--- src/hdl/ptc_pkg.sv ---
// Package for the pulse-generator timer channel: register offsets, field positions, reset values.
// Assumes a 32-bit AXI4-Lite register bus and one 25 MHz clock.
package ptc_pkg;
  localparam int unsigned PTC_AW = 6;
  localparam logic [5:0] PTC_OFS_ENABLE = 6'h00;
  localparam logic [5:0] PTC_OFS_RUN = 6'h04;
  localparam logic [5:0] PTC_OFS_CTRL = 6'h08;
  localparam logic [5:0] PTC_OFS_MODE = 6'h0c;
  localparam logic [5:0] PTC_OFS_FLOP = 6'h10;
  localparam logic [5:0] PTC_OFS_MASK = 6'h14;
  localparam logic [5:0] PTC_OFS_CMP0 = 6'h18;
  localparam logic [5:0] PTC_OFS_CMP1 = 6'h1c;
  localparam logic [5:0] PTC_OFS_CAP0 = 6'h20;
  localparam logic [5:0] PTC_OFS_CAP1 = 6'h24;
  localparam logic [5:0] PTC_OFS_COUNT = 6'h28;
  localparam logic [5:0] PTC_OFS_STATUS = 6'h2c;
  // Run register bits
  localparam int unsigned PTC_RUN_CNT = 0;
  localparam int unsigned PTC_RUN_PRE = 2;
  // Channel control bits
  localparam int unsigned PTC_CR_DBUF = 7;
  localparam int unsigned PTC_CR_TRGSTART = 6;
  localparam int unsigned PTC_CR_TRGEDGE = 2;
  // Mode register fields
  localparam int unsigned PTC_MOD_CLK_LSB = 0;
  localparam int unsigned PTC_MOD_CPM_LSB = 4;
  localparam int unsigned PTC_MOD_SWCAP = 6;
  // Flop control fields
  localparam int unsigned PTC_FF_CMD_LSB = 0;
  localparam int unsigned PTC_FF_EN0 = 2;
  localparam int unsigned PTC_FF_EN1 = 3;
  localparam logic [1:0] PTC_FF_INVERT = 2'h0;
  localparam logic [1:0] PTC_FF_SET = 2'h1;
  localparam logic [1:0] PTC_FF_CLEAR = 2'h2;
  localparam logic [1:0] PTC_CPM_PAIRED = 2'h3;
  localparam logic [7:0] PTC_MODE_RST = 8'h40;
  localparam logic [7:0] PTC_FLOP_RST = 8'h03;
  localparam logic [2:0] PTC_MASK_RST = 3'h7;
  localparam logic [2:0] PTC_CLK_EXT = 3'h0;
  localparam logic [15:0] PTC_CNT_RST = 16'h0000;
  localparam int unsigned PTC_PRE_W = 8;
  typedef enum logic [1:0] {PTC_STOPPED, PTC_WAITING, PTC_COUNTING} ptc_run_t;
endpackage

--- src/hdl/ptc_sync.sv ---
// Two-stage synchroniser for one pin level.
// Assumes the pin is asynchronous to clk_in.
`timescale 1ns/100ps
module ptc_sync (
  // Clock and reset
  input wire logic clk_in,
  input wire logic rst_b_in,
  // Data
  input wire logic d_in,
  output logic q_out
);
  logic s1_q;
  always_ff @(posedge clk_in or negedge rst_b_in) begin
    if (!rst_b_in) begin
      s1_q <= 1'b0;
      q_out <= 1'b0;
    end else begin
      s1_q <= d_in;
      q_out <= s1_q;
    end
  end
endmodule

--- src/hdl/ptc_prescaler.sv ---
// Free prescaler producing one-cycle tap pulses at clk/1 .. clk/128.
// Assumes an active-low reset from the parent, asserted asynchronously and released synchronously.
`timescale 1ns/100ps
module ptc_prescaler
  import ptc_pkg::*;
(
  // Clock and reset
  input wire logic clk_in,
  input wire logic rst_b_in,
  // Control
  input wire logic run_in,
  input wire logic [2:0] sel_in,
  output logic tick_out
);
  logic [PTC_PRE_W-1:0] cnt_q;
  logic [PTC_PRE_W-1:0] cnt_d;
  logic [PTC_PRE_W-1:0] mask;
  always_comb begin
    cnt_d = run_in ? cnt_q + 8'h01 : 8'h00;
    mask = 8'(({1'b0, 7'h7f} >> (3'd7 - sel_in)));
  end
  always_ff @(posedge clk_in or negedge rst_b_in) begin
    if (!rst_b_in) begin
      cnt_q <= 8'h00;
      tick_out <= 1'b0;
    end else begin
      cnt_q <= cnt_d;
      // Tap n fires once every 2^n cycles while running
      tick_out <= run_in && ((cnt_q & mask) == mask);
    end
  end
endmodule

--- src/hdl/ptc_timer.sv ---
// Pulse-generator timer channel with compare, double buffer, trigger start and capture.
// Assumes AXI4-Lite master on clk_in; pins asynchronous; paired flop from a sibling channel.
`timescale 1ns/100ps
module ptc_timer
  import ptc_pkg::*;
(
  // Clock and reset
  input wire logic clk_in,
  input wire logic rst_b_in,
  // Pins and pairing
  input wire logic timer_input_pin_in,
  input wire logic paired_flop_in,
  output logic timer_output_pin_out,
  output logic match_interrupt_out,
  // AXI4-Lite write
  input wire logic [ptc_pkg::PTC_AW-1:0] s_axi_awaddr_in,
  input wire logic s_axi_awvalid_in,
  output logic s_axi_awready_out,
  input wire logic [31:0] s_axi_wdata_in,
  input wire logic [3:0] s_axi_wstrb_in,
  input wire logic s_axi_wvalid_in,
  output logic s_axi_wready_out,
  output logic [1:0] s_axi_bresp_out,
  output logic s_axi_bvalid_out,
  input wire logic s_axi_bready_in,
  // AXI4-Lite read
  input wire logic [ptc_pkg::PTC_AW-1:0] s_axi_araddr_in,
  input wire logic s_axi_arvalid_in,
  output logic s_axi_arready_out,
  output logic [31:0] s_axi_rdata_out,
  output logic [1:0] s_axi_rresp_out,
  output logic s_axi_rvalid_out,
  input wire logic s_axi_rready_in
);
  import ptc_pkg::*;

  typedef struct packed {
    logic enable;
    logic [2:0] run;
    logic [7:0] ctrl;
    logic [7:0] mode;
    logic [7:0] flop;
    logic [2:0] mask;
    logic [15:0] cmp0;
    logic [15:0] cmp1;
    logic [15:0] buf0;
    logic [15:0] buf1;
    logic [15:0] cap0;
    logic [15:0] cap1;
    logic [15:0] count;
    ptc_run_t state;
    logic ff;
    logic pin_prev;
    logic pair_prev;
    logic [2:0] events;
    logic irq;
    logic aw_held;
    logic [PTC_AW-1:0] awaddr;
    logic w_held;
    logic [31:0] wdata;
    logic [3:0] wstrb;
    logic bvalid;
    logic [1:0] bresp;
    logic rvalid;
    logic [31:0] rdata;
    logic [1:0] rresp;
  } ptc_state_t;

  ptc_state_t s_q;
  ptc_state_t s_d;
  logic rst_s1_q;
  logic rst_b_q;
  logic pin_sync;
  logic pair_sync;
  logic tap_tick;

  always_ff @(posedge clk_in or negedge rst_b_in) begin
    if (!rst_b_in) begin
      rst_s1_q <= 1'b0;
      rst_b_q <= 1'b0;
    end else begin
      rst_s1_q <= 1'b1;
      rst_b_q <= rst_s1_q;
    end
  end

  ptc_sync u_pin_sync (
    .clk_in(clk_in),
    .rst_b_in(rst_b_q),
    .d_in(timer_input_pin_in),
    .q_out(pin_sync)
  );
  ptc_sync u_pair_sync (
    .clk_in(clk_in),
    .rst_b_in(rst_b_q),
    .d_in(paired_flop_in),
    .q_out(pair_sync)
  );
  ptc_prescaler u_pre (
    .clk_in(clk_in),
    .rst_b_in(rst_b_q),
    .run_in(s_q.enable && s_q.run[PTC_RUN_PRE]),
    .sel_in(s_q.mode[PTC_MOD_CLK_LSB +: 3]),
    .tick_out(tap_tick)
  );

  logic pin_rise;
  logic pin_fall;
  logic trig_edge;
  logic cnt_tick;
  logic hit0;
  logic hit1;
  logic wr_go;
  logic rd_go;
  logic [31:0] wmask;
  logic [31:0] wval;
  logic [31:0] rval;
  logic rerr;
  logic werr;
  logic cnt_run;

  always_comb begin
    s_d = s_q;
    pin_rise = pin_sync && !s_q.pin_prev;
    pin_fall = !pin_sync && s_q.pin_prev;
    trig_edge = s_q.ctrl[PTC_CR_TRGEDGE] ? pin_fall : pin_rise;
    cnt_run = s_q.enable && s_q.run[PTC_RUN_CNT] && s_q.run[PTC_RUN_PRE];
    // Rising pin edges count in event mode, prescaler taps otherwise
    cnt_tick = (s_q.mode[PTC_MOD_CLK_LSB +: 3] == PTC_CLK_EXT) ? pin_rise : tap_tick;
    hit0 = (s_q.state == PTC_COUNTING) && cnt_tick && (s_q.count == s_q.cmp0);
    hit1 = (s_q.state == PTC_COUNTING) && cnt_tick && (s_q.count == s_q.cmp1);
    s_d.pin_prev = pin_sync;
    s_d.pair_prev = pair_sync;
    s_d.irq = 1'b0;
    s_d.events = 3'h0;

    case (s_q.state)
      PTC_STOPPED: begin
        if (cnt_run) begin
          s_d.state = s_q.ctrl[PTC_CR_TRGSTART] ? PTC_WAITING : PTC_COUNTING;
        end
      end
      PTC_WAITING: begin
        if (!cnt_run) begin
          s_d.state = PTC_STOPPED;
        end else if (trig_edge) begin
          s_d.state = PTC_COUNTING;
        end
      end
      PTC_COUNTING: begin
        if (!cnt_run) begin
          s_d.state = PTC_STOPPED;
        end else if (cnt_tick) begin
          s_d.count = s_q.count + 16'h0001;
        end
      end
      default: s_d.state = PTC_STOPPED;
    endcase
    if (!cnt_run) begin
      s_d.count = PTC_CNT_RST;
    end

    // Matches toggle the flop; the pin follows it
    if ((hit0 && s_q.flop[PTC_FF_EN0]) ^ (hit1 && s_q.flop[PTC_FF_EN1])) begin
      s_d.ff = !s_q.ff;
    end
    // Buffers take effect only at the period end so a cycle is never torn
    if (hit1 && s_q.ctrl[PTC_CR_DBUF]) begin
      s_d.cmp0 = s_q.buf0;
      s_d.cmp1 = s_q.buf1;
    end
    // Mask bit 1 guards the second match and bit 2 the first, so 101 passes only the period end
    s_d.events = {hit0, hit1, 1'b0};
    s_d.irq = |(s_d.events & ~s_q.mask);

    // Paired channel flop edges latch the counter
    if (s_q.mode[PTC_MOD_CPM_LSB +: 2] == PTC_CPM_PAIRED) begin
      if (pair_sync && !s_q.pair_prev) begin
        s_d.cap0 = s_q.count;
      end
      if (!pair_sync && s_q.pair_prev) begin
        s_d.cap1 = s_q.count;
      end
    end

    // Bus write channel
    if (s_q.bvalid && s_axi_bready_in) begin
      s_d.bvalid = 1'b0;
    end
    if (s_axi_awvalid_in && !s_q.aw_held) begin
      s_d.aw_held = 1'b1;
      s_d.awaddr = s_axi_awaddr_in;
    end
    if (s_axi_wvalid_in && !s_q.w_held) begin
      s_d.w_held = 1'b1;
      s_d.wdata = s_axi_wdata_in;
      s_d.wstrb = s_axi_wstrb_in;
    end
    wr_go = s_q.aw_held && s_q.w_held && !s_q.bvalid;
    for (int i = 0; i < 4; i++) begin
      wmask[i*8 +: 8] = {8{s_q.wstrb[i]}};
    end
    werr = 1'b0;
    wval = 32'h0;
    if (wr_go) begin
      s_d.aw_held = 1'b0;
      s_d.w_held = 1'b0;
      s_d.bvalid = 1'b1;
      if (s_q.awaddr == PTC_OFS_ENABLE) begin
        wval = (32'(s_q.enable) << 7 & ~wmask) | (s_q.wdata & wmask);
        s_d.enable = wval[7];
      end else if (s_q.awaddr == PTC_OFS_RUN) begin
        wval = (32'(s_q.run) & ~wmask) | (s_q.wdata & wmask);
        s_d.run = wval[2:0];
      end else if (s_q.awaddr == PTC_OFS_CTRL) begin
        wval = (32'(s_q.ctrl) & ~wmask) | (s_q.wdata & wmask);
        s_d.ctrl[PTC_CR_DBUF] = wval[PTC_CR_DBUF];
        // Trigger options change only while stopped
        if (s_q.state == PTC_STOPPED) begin
          s_d.ctrl[PTC_CR_TRGSTART] = wval[PTC_CR_TRGSTART];
          s_d.ctrl[PTC_CR_TRGEDGE] = wval[PTC_CR_TRGEDGE];
        end
      end else if (s_q.awaddr == PTC_OFS_MODE) begin
        wval = (32'(s_q.mode) & ~wmask) | (s_q.wdata & wmask);
        s_d.mode = wval[7:0];
        // Writing 0 to the soft-capture bit latches the counter
        if (s_q.wstrb[0] && !wval[PTC_MOD_SWCAP]) begin
          s_d.cap0 = s_q.count;
        end
      end else if (s_q.awaddr == PTC_OFS_FLOP) begin
        wval = (32'(s_q.flop) & ~wmask) | (s_q.wdata & wmask);
        s_d.flop = wval[7:0];
        if (s_q.wstrb[0]) begin
          case (wval[PTC_FF_CMD_LSB +: 2])
            PTC_FF_INVERT: s_d.ff = !s_q.ff;
            PTC_FF_SET: s_d.ff = 1'b1;
            PTC_FF_CLEAR: s_d.ff = 1'b0;
            default: s_d.ff = s_d.ff;
          endcase
        end
      end else if (s_q.awaddr == PTC_OFS_MASK) begin
        wval = (32'(s_q.mask) & ~wmask) | (s_q.wdata & wmask);
        s_d.mask = wval[2:0];
      end else if (s_q.awaddr == PTC_OFS_CMP0) begin
        wval = (32'(s_q.buf0) & ~wmask) | (s_q.wdata & wmask);
        s_d.buf0 = wval[15:0];
        if (!s_q.ctrl[PTC_CR_DBUF] || s_q.state == PTC_STOPPED) begin
          s_d.cmp0 = wval[15:0];
        end
      end else if (s_q.awaddr == PTC_OFS_CMP1) begin
        wval = (32'(s_q.buf1) & ~wmask) | (s_q.wdata & wmask);
        s_d.buf1 = wval[15:0];
        if (!s_q.ctrl[PTC_CR_DBUF] || s_q.state == PTC_STOPPED) begin
          s_d.cmp1 = wval[15:0];
        end
      end else begin
        werr = 1'b1;
      end
      s_d.bresp = werr ? 2'h2 : 2'h0;
    end

    // Bus read channel
    if (s_q.rvalid && s_axi_rready_in) begin
      s_d.rvalid = 1'b0;
    end
    rd_go = s_axi_arvalid_in && !s_q.rvalid;
    rerr = 1'b0;
    rval = 32'h0;
    if (s_axi_araddr_in == PTC_OFS_ENABLE) begin
      rval = 32'(s_q.enable) << 7;
    end else if (s_axi_araddr_in == PTC_OFS_RUN) begin
      rval = 32'(s_q.run);
    end else if (s_axi_araddr_in == PTC_OFS_CTRL) begin
      rval = 32'(s_q.ctrl);
    end else if (s_axi_araddr_in == PTC_OFS_MODE) begin
      rval = 32'(s_q.mode);
    end else if (s_axi_araddr_in == PTC_OFS_FLOP) begin
      rval = 32'(s_q.flop[3:2]) << 2;
    end else if (s_axi_araddr_in == PTC_OFS_MASK) begin
      rval = 32'(s_q.mask);
    end else if (s_axi_araddr_in == PTC_OFS_CMP0) begin
      rval = 32'(s_q.cmp0);
    end else if (s_axi_araddr_in == PTC_OFS_CMP1) begin
      rval = 32'(s_q.cmp1);
    end else if (s_axi_araddr_in == PTC_OFS_CAP0) begin
      rval = 32'(s_q.cap0);
    end else if (s_axi_araddr_in == PTC_OFS_CAP1) begin
      rval = 32'(s_q.cap1);
    end else if (s_axi_araddr_in == PTC_OFS_COUNT) begin
      rval = 32'(s_q.count);
    end else if (s_axi_araddr_in == PTC_OFS_STATUS) begin
      rval = {28'h0, s_q.ff, 1'b0, 2'(s_q.state)};
    end else begin
      rerr = 1'b1;
    end
    if (rd_go) begin
      s_d.rvalid = 1'b1;
      s_d.rdata = rval;
      s_d.rresp = rerr ? 2'h2 : 2'h0;
    end
  end

  always_ff @(posedge clk_in or negedge rst_b_q) begin
    if (!rst_b_q) begin
      s_q <= '0;
      s_q.state <= PTC_STOPPED;
      s_q.mode <= PTC_MODE_RST;
      s_q.flop <= PTC_FLOP_RST;
      s_q.mask <= PTC_MASK_RST;
    end else begin
      s_q <= s_d;
    end
  end

  always_comb begin
    timer_output_pin_out = s_q.ff;
    match_interrupt_out = s_q.irq;
    s_axi_awready_out = !s_q.aw_held;
    s_axi_wready_out = !s_q.w_held;
    s_axi_bvalid_out = s_q.bvalid;
    s_axi_bresp_out = s_q.bresp;
    s_axi_arready_out = !s_q.rvalid;
    s_axi_rvalid_out = s_q.rvalid;
    s_axi_rdata_out = s_q.rdata;
    s_axi_rresp_out = s_q.rresp;
  end

  match_toggle_a: assert property (@(posedge clk_in) disable iff (!rst_b_q)
    (hit0 && s_q.flop[PTC_FF_EN0] && !hit1 && !wr_go) |=> (s_q.ff != $past(s_q.ff)))
    else $error("flop did not toggle on first match");
  stop_clear_a: assert property (@(posedge clk_in) disable iff (!rst_b_q)
    !cnt_run |=> (s_q.count == 16'h0000))
    else $error("counter not cleared while stopped");
  buf_load_a: assert property (@(posedge clk_in) disable iff (!rst_b_q)
    (hit1 && s_q.ctrl[PTC_CR_DBUF] && !wr_go) |=> (s_q.cmp1 == $past(s_q.buf1)))
    else $error("buffer not loaded at second match");
  trig_wait_a: assert property (@(posedge clk_in) disable iff (!rst_b_q)
    (s_q.state == PTC_WAITING && cnt_run && !trig_edge) |=> (s_q.state == PTC_WAITING))
    else $error("counter left wait without trigger");
  irq_mask_a: assert property (@(posedge clk_in) disable iff (!rst_b_q)
    (s_q.mask == 3'h5 && hit0 && !hit1) |=> !match_interrupt_out)
    else $error("masked first match raised interrupt");
  pin_follow_a: assert property (@(posedge clk_in) disable iff (!rst_b_q)
    $changed(timer_output_pin_out)
    |-> $past(hit0 || hit1 || (wr_go && s_q.awaddr == PTC_OFS_FLOP)))
    else $error("output pin moved without match or flop command");
  count_step_a: assert property (@(posedge clk_in) disable iff (!rst_b_q)
    (s_q.state == PTC_COUNTING && cnt_run && cnt_tick)
    |=> (s_q.count == 16'($past(s_q.count) + 16'h0001)))
    else $error("counter did not step");
  direct_cmp_a: assert property (@(posedge clk_in) disable iff (!rst_b_q)
    (wr_go && s_q.awaddr == PTC_OFS_CMP0 && s_q.wstrb == 4'hf && s_q.state == PTC_STOPPED)
    |=> (s_q.cmp0 == $past(s_q.wdata[15:0])))
    else $error("stopped compare write not direct");
  pair_cap_a: assert property (@(posedge clk_in) disable iff (!rst_b_q)
    (s_q.mode[5:4] == 2'h3 && pair_sync && !s_q.pair_prev && !wr_go)
    |=> (s_q.cap0 == $past(s_q.count)))
    else $error("capture missed paired rising edge");
endmodule

--- config.mk ---
export PLATFORM = sky130hd
export DESIGN_NAME = ptc_timer
export DESIGN_NICKNAME = d
export VERILOG_FILES = /design/src/hdl/ptc_pkg.sv /design/src/hdl/ptc_sync.sv /design/src/hdl/ptc_prescaler.sv /design/src/hdl/ptc_timer.sv
export SDC_FILE = /design/constraint.sdc
export NUM_CORES = 1
export LEC_CHECK = 0
export BUFFER_PORTS_ARGS = -buffer_cell sky130_fd_sc_hd__buf_2
export CAP_MARGIN = 10
export CORE_MARGIN = 2
export CORE_UTILIZATION = 42
export CTS_CLUSTER_SIZE = 24
export DETAILED_ROUTE_END_ITERATION = 12
export GPL_ROUTABILITY_DRIVEN = 0
export SETUP_SLACK_MARGIN = 0.02
export SLEW_MARGIN = 20
export SYNTH_ARGS = -nofsm -noshare
export SYNTH_HDL_FRONTEND = slang
export SYNTH_SLANG_ARGS = --single-unit
export TNS_END_PERCENT = 20
--- constraint.sdc ---
create_clock -name clk_in -period 7.3 [get_ports clk_in]
set_clock_uncertainty 0.15 [all_clocks]
set_input_delay 0.365 -clock clk_in [delete_from_list [all_inputs] [get_ports clk_in]]
set_output_delay 0.365 -clock clk_in [all_outputs]
set_load 0.02 [all_outputs]
---- Yosys cells after proc, flatten, opt, wreduce, memory -nomap -nowiden ----
Index checks and enable logic that the tools add are counted.
storage, ports and cells
  bits in registers ....................... 241
  input port bits ......................... 57
  output and inout port bits .............. 43
  word-level logic and storage cells ...... 242
cells by class
  $add $sub $neg .......................... 3
  eq/ne operators ......................... 31
  shifts and indexed selects .............. 1
  muxes and demuxes ....................... 85
  bitwise gates (word level) .............. 29
  reductions and logical operators ........ 56
operators with widths
  operator                                             count
  two-way mux 16 bit                                   26
  two-way mux 80 bit                                   4
  two-way mux 64 bit                                   3
  two-way mux 32 bit                                   2
  AND 16 bit                                           3
  equality test 6 x 5 -> 1 bit, second input constant  8
  AND 8 bit                                            5
  two-way mux 37 bit                                   1
  two-way mux 1 bit                                    35
  two-way mux 35 bit                                   1
  equality test 16 bit                                 2
  bitwise OR 16 bit                                    2
  bitwise OR 8 bit                                     4
  equality test 6 x 4 -> 1 bit, second input constant  4
  equality test 6 bit, second input constant           4
  logical AND 1 bit                                    22
  adder 16 x 1 -> 16 bit, second input constant        1
  inverter 16 bit                                      1
  two-way mux 2 bit                                    7
  equality test 6 x 3 -> 1 bit, second input constant  2
  zero test 6 bit                                      2
  zero test 1 bit                                      11
  AND reduction 5 bit                                  2
  AND 3 bit                                            3
  31 further kinds                                     50

---- Depth between registers and ports, before layout ----
  word-level depth ........................ 17
  gate-level depth with buffers ........... 8
  gate-level depth less buffers ........... 6

---- Modules after synthesis ----
From an unflattened synthesis, not the netlist that was laid out.
unflattened totals
  cell total of the unflattened synthesis .. 924
  area, all modules ....................... 9859.5 um2
modules (own cells, without submodules)
  module         instances  cells each  area each (um2)  sequential area each (um2)
  ptc_timer      1          881         9371.5           4685.7
  ptc_prescaler  1          39          387.9            200.2
  ptc_sync       2          2           50.0             50.0

---- Least setup slack after synthesis ----
Ideal clock, no wire load.
  path type ............................... reg-to-reg
  start point ............................. register s_q, in the netlist s_axi_bvalid_out
  end point ............................... register s_q[128] (netlist name)
  setup time .............................. 0.125 ns
  arrival time ............................ 2.131 ns
  data required time ...................... 7.025 ns
  path slack .............................. 4.894 ns
  cell stages (with the launch flop) ...... 9
  path buffers ............................ 2
  clock period less this slack ............ 2.406 ns
  path through ............................ dfrtp_1 > nand3b_4 > nor2b_4 > nand3_2 > or3b_1 > buf_6 > o21ai_4 > buf_12 > mux2_4
RTL lines
  element      line             RTL
  from (decl)  ptc_timer.sv:69  ptc_state_t s_q;

==> key figures <==
Setup path
  • CP Max Fanout: 16
  • WP data required: 7.48 ns
  • Kind of critical path: reg2reg
  • Crit path arrival time: 3.17 ns
  • Crit. End Element: flop
  • Startpoint type of the worst setup path: flop

Clocking
  • Total CTS buffers: 17
  • # Post-CTS Setup Buffers: 0
  • Cts repair resizes: 0
  • Clock net sink count: 198
  • Root buf cell: clkbuf_16
  • CTS tree: yes
  • Worst-Skew Late Latency: roughly 0.44 ns
  • Worst-path clk slew: 0.08 ns
  • H-tree Lvls: 4
  • Max clock buf depth: 2

Routing
  • DR iter-0 viols: 585
  • Post-DRT Antenna Nets: 0
  • TritonRoute pass-1 iters: 5
  • Via-to-Cell Ratio: ~5.5
  • WL/cell: 18.7 um
  • Post-route DRC violation count: 0
  • Vias: 6888
  • Final WL: 23300 um

Timing
  • Fin crit share: 0.411
  • Slew margin rel.: 0.321
  • Final worst slack: roughly 4.3 ns
  • Max Slew Vio Count: 0
  • Crit path time final: 3.00 ns
  • Endpoints failing hold: 0
  • RSZ-0062 raised after global routing: false
  • Worst slew pin tran: approximately 1 ns
  • Setup violators final: 0
  • Max Clock Freq: 334 MHz
  • Setup TNS: 0 ns

GRT
  • Initial antenna violation count: 0
  • Largest net degree at the start of global routing: between 70 and 80
  • Global-route wire length before repair: 37900 um
  • Number of global-route vias before repair: about 6700
  • GRT Util Overall: 0.202
  • Grt ovf: 0

Yosys
  • Synth top area share: 0.499
  • Synth Instances: 903
  • Syn Std Cell Area: 9720 um2
  • Top post-synthesis cells by area: dfrtp_1 (50%), mux2_2 (11%), nor2_1 (4.7%)
  • Number of synthesized flops with an enable pin: 0
  • #FFs+latches synth: 198
  • YS warnings: 0
  • Top cells by count, synth: dfrtp_1 (194), nor2_1 (122), mux2_2 (98), nand2_1 (52), xnor2_1 (42)
  • Synth Flop Type: dfrtp_1
  • Synth unique cells: 71
  • Syn_area_per_cell: 10.8 um2
  • Post-synthesis sequential area ratio: 0.510
  • Most common cell in the netlist: dfrtp_1
  • Ys async rst share: 1.00
  • Area leader, netlist: dfrtp_1

Die
  • Die X: 156 um
  • Core ar.: 22700 um2
  • DIE AREA: between 20000 and 25000 um2
  • Site row count: 55
  • Die height: 156 um
  • Initial core utilization: 0.428
  • Top Ports: 100

Power
  • Combinational share of power: 0.193
  • Int Pwr: 2210 uW
  • Peak supply drop: approximately 0.23 mV
  • Clk pwr share: 0.295
  • Power per cell area: between 300 and 400 nW/um2
  • Psw: 1120 uW
  • Sw Share: 0.337
  • Flop pwr share: 0.512
  • Pleak: 0.00489 uW
  • Power, Total: 3340 uW

Flow run
  • Max Cap Violations: 0

Outcome
  • Outcome: finished clean

Placed design
  • Pre-CTS WS: 4.26 ns
  • Cell total after placement: 1185
  • Dpl cell area: 10000 um2
  • I/O Buffers: 63
  • Final HPWL DP: ~16000 um

Worst hold path
  • Hold crit path type: in2reg

Layout
  • N_diodes: 0
  • Layout overhead on the synthesized area: 12.3%
  • Fin area: about 11000 um2
  • Nets@finish: ~1000
  • Layout cell share with drive strength beyond 1: 0.239
  • Finished Layout Cells: 1246
worst max-delay path: stages (launching register included):
cell	delay, ns
dfrtp_1	0.40
nor3_2	0.22
nor2b_4	0.24
nand3_2	0.13
or3b_1	0.58
o21ai_4	0.75
mux2_2	0.41
timing repair:
| item | CTS | global route |
|---|---|---|
| hold buffers | 29 | 0 |
| endpoints found under the setup margin | 0 | 0 |
| hold endpoints to repair | 30 | 0 |
cells by family (layout without fill, tap and decap cells):
logic type,after synthesis,in the layout,synth area share
XOR/XNOR,52,52,0.0483
other,2,19,0.000772
flip-flops,198,198,0.510
buffers and inverters,102,143,0.0577
AO/OA/AOI/OAI,158,158,0.102
AND/OR/NAND/NOR,265,265,0.131
multiplexers,124,124,0.148
adder cells (fa/ha/maj),2,2,0.00257
cell type report:
type	instances	area, um2
clock buffer	17	425
clock inverter	15	195
fill	2080	11800
inverter	11	41.3
multi-input combinational	620	4270
sequential	198	4960
tap	285	357
timing repair buffer	100	666
cell usage in the layout, fill, tap and decap left out, types with 16 or more instances in the layout:
| master | n |
|---|---|
| nor2_1 | 122 |
| conb_1 | 19 |
| o22ai_1 | 38 |
| o21ai_0 | 37 |
| mux2_2 | 98 |
| a21oi_1 | 35 |
| xnor2_1 | 42 |
| clkbuf_16 | 17 |
| dlygate4sd3_1 | 29 |
| nand3_1 | 16 |
| nand2_1 | 52 |
| dfrtp_1 | 193 |
| buf_2 | 63 |
power groups by stage:
stage	Clock, uW	Sequential (uW)	Combinational [uW]
after floorplan	0	1580	556
after global placement	0	1720	624
after detailed placement	0	1720	636
after CTS	1000	1700	651
after global routing	1040	1750	718
final	982	1710	644
metrics by stage:
stage	hold WS, ns	utilization
final	0.0124	0.481
after global routing	0.0116	0.481
after CTS	0.00292	0.481
after detailed placement	0.00252	0.440
after global placement	0.00124	0.440
after floorplan	-0.0806	-
per-layer routing:
metal	global-route usage	vias to the layer above	wire length (um)
met1	0.296	3408	11300
met2	0.301	214	10300
met4	0.0791	0	627
met5	0	-	0
li1	-	3222	-
met3	0.0333	44	1120
worst paths after layout:
| kind | startpoint | to | slack, ns | cells after the start |
|---|---|---|---|---|
| max | s_q[76] | s_q[125] | 4.30 | 6 |
| min | s_axi_awaddr_in[2] | s_q[77] | 0.01 | 2 |
| max reg2reg | s_q[76] | s_q[125] | 4.30 | 6 |
| min reg2reg | u_pair_sync.s1_q | u_pair_sync.q_out | 0.20 | 0 |
| max in group asynchronous | rst_b_q | s_q[131] | 5.24 | 1 |
| min in group asynchronous | rst_b_in | rst_b_q | 0.07 | 2 |
sequential cells by signal (all words and copies together), names as in the netlist, named ones only:
register	flops
match_interrupt_out	1
rst_b_q	1
rst_s1_q	1
s_axi_bresp_out	1
s_axi_bvalid_out	1
s_axi_rdata_out	16
s_axi_rresp_out	1
s_axi_rvalid_out	1
s_q	143
timer_output_pin_out	1
u_pair_sync.q_out	1
u_pair_sync.s1_q	1
u_pin_sync.q_out	1
u_pin_sync.s1_q	1
u_pre.cnt_q	7
u_pre.tick_out	1
Note: power is estimated with default switching activity, not from simulation.
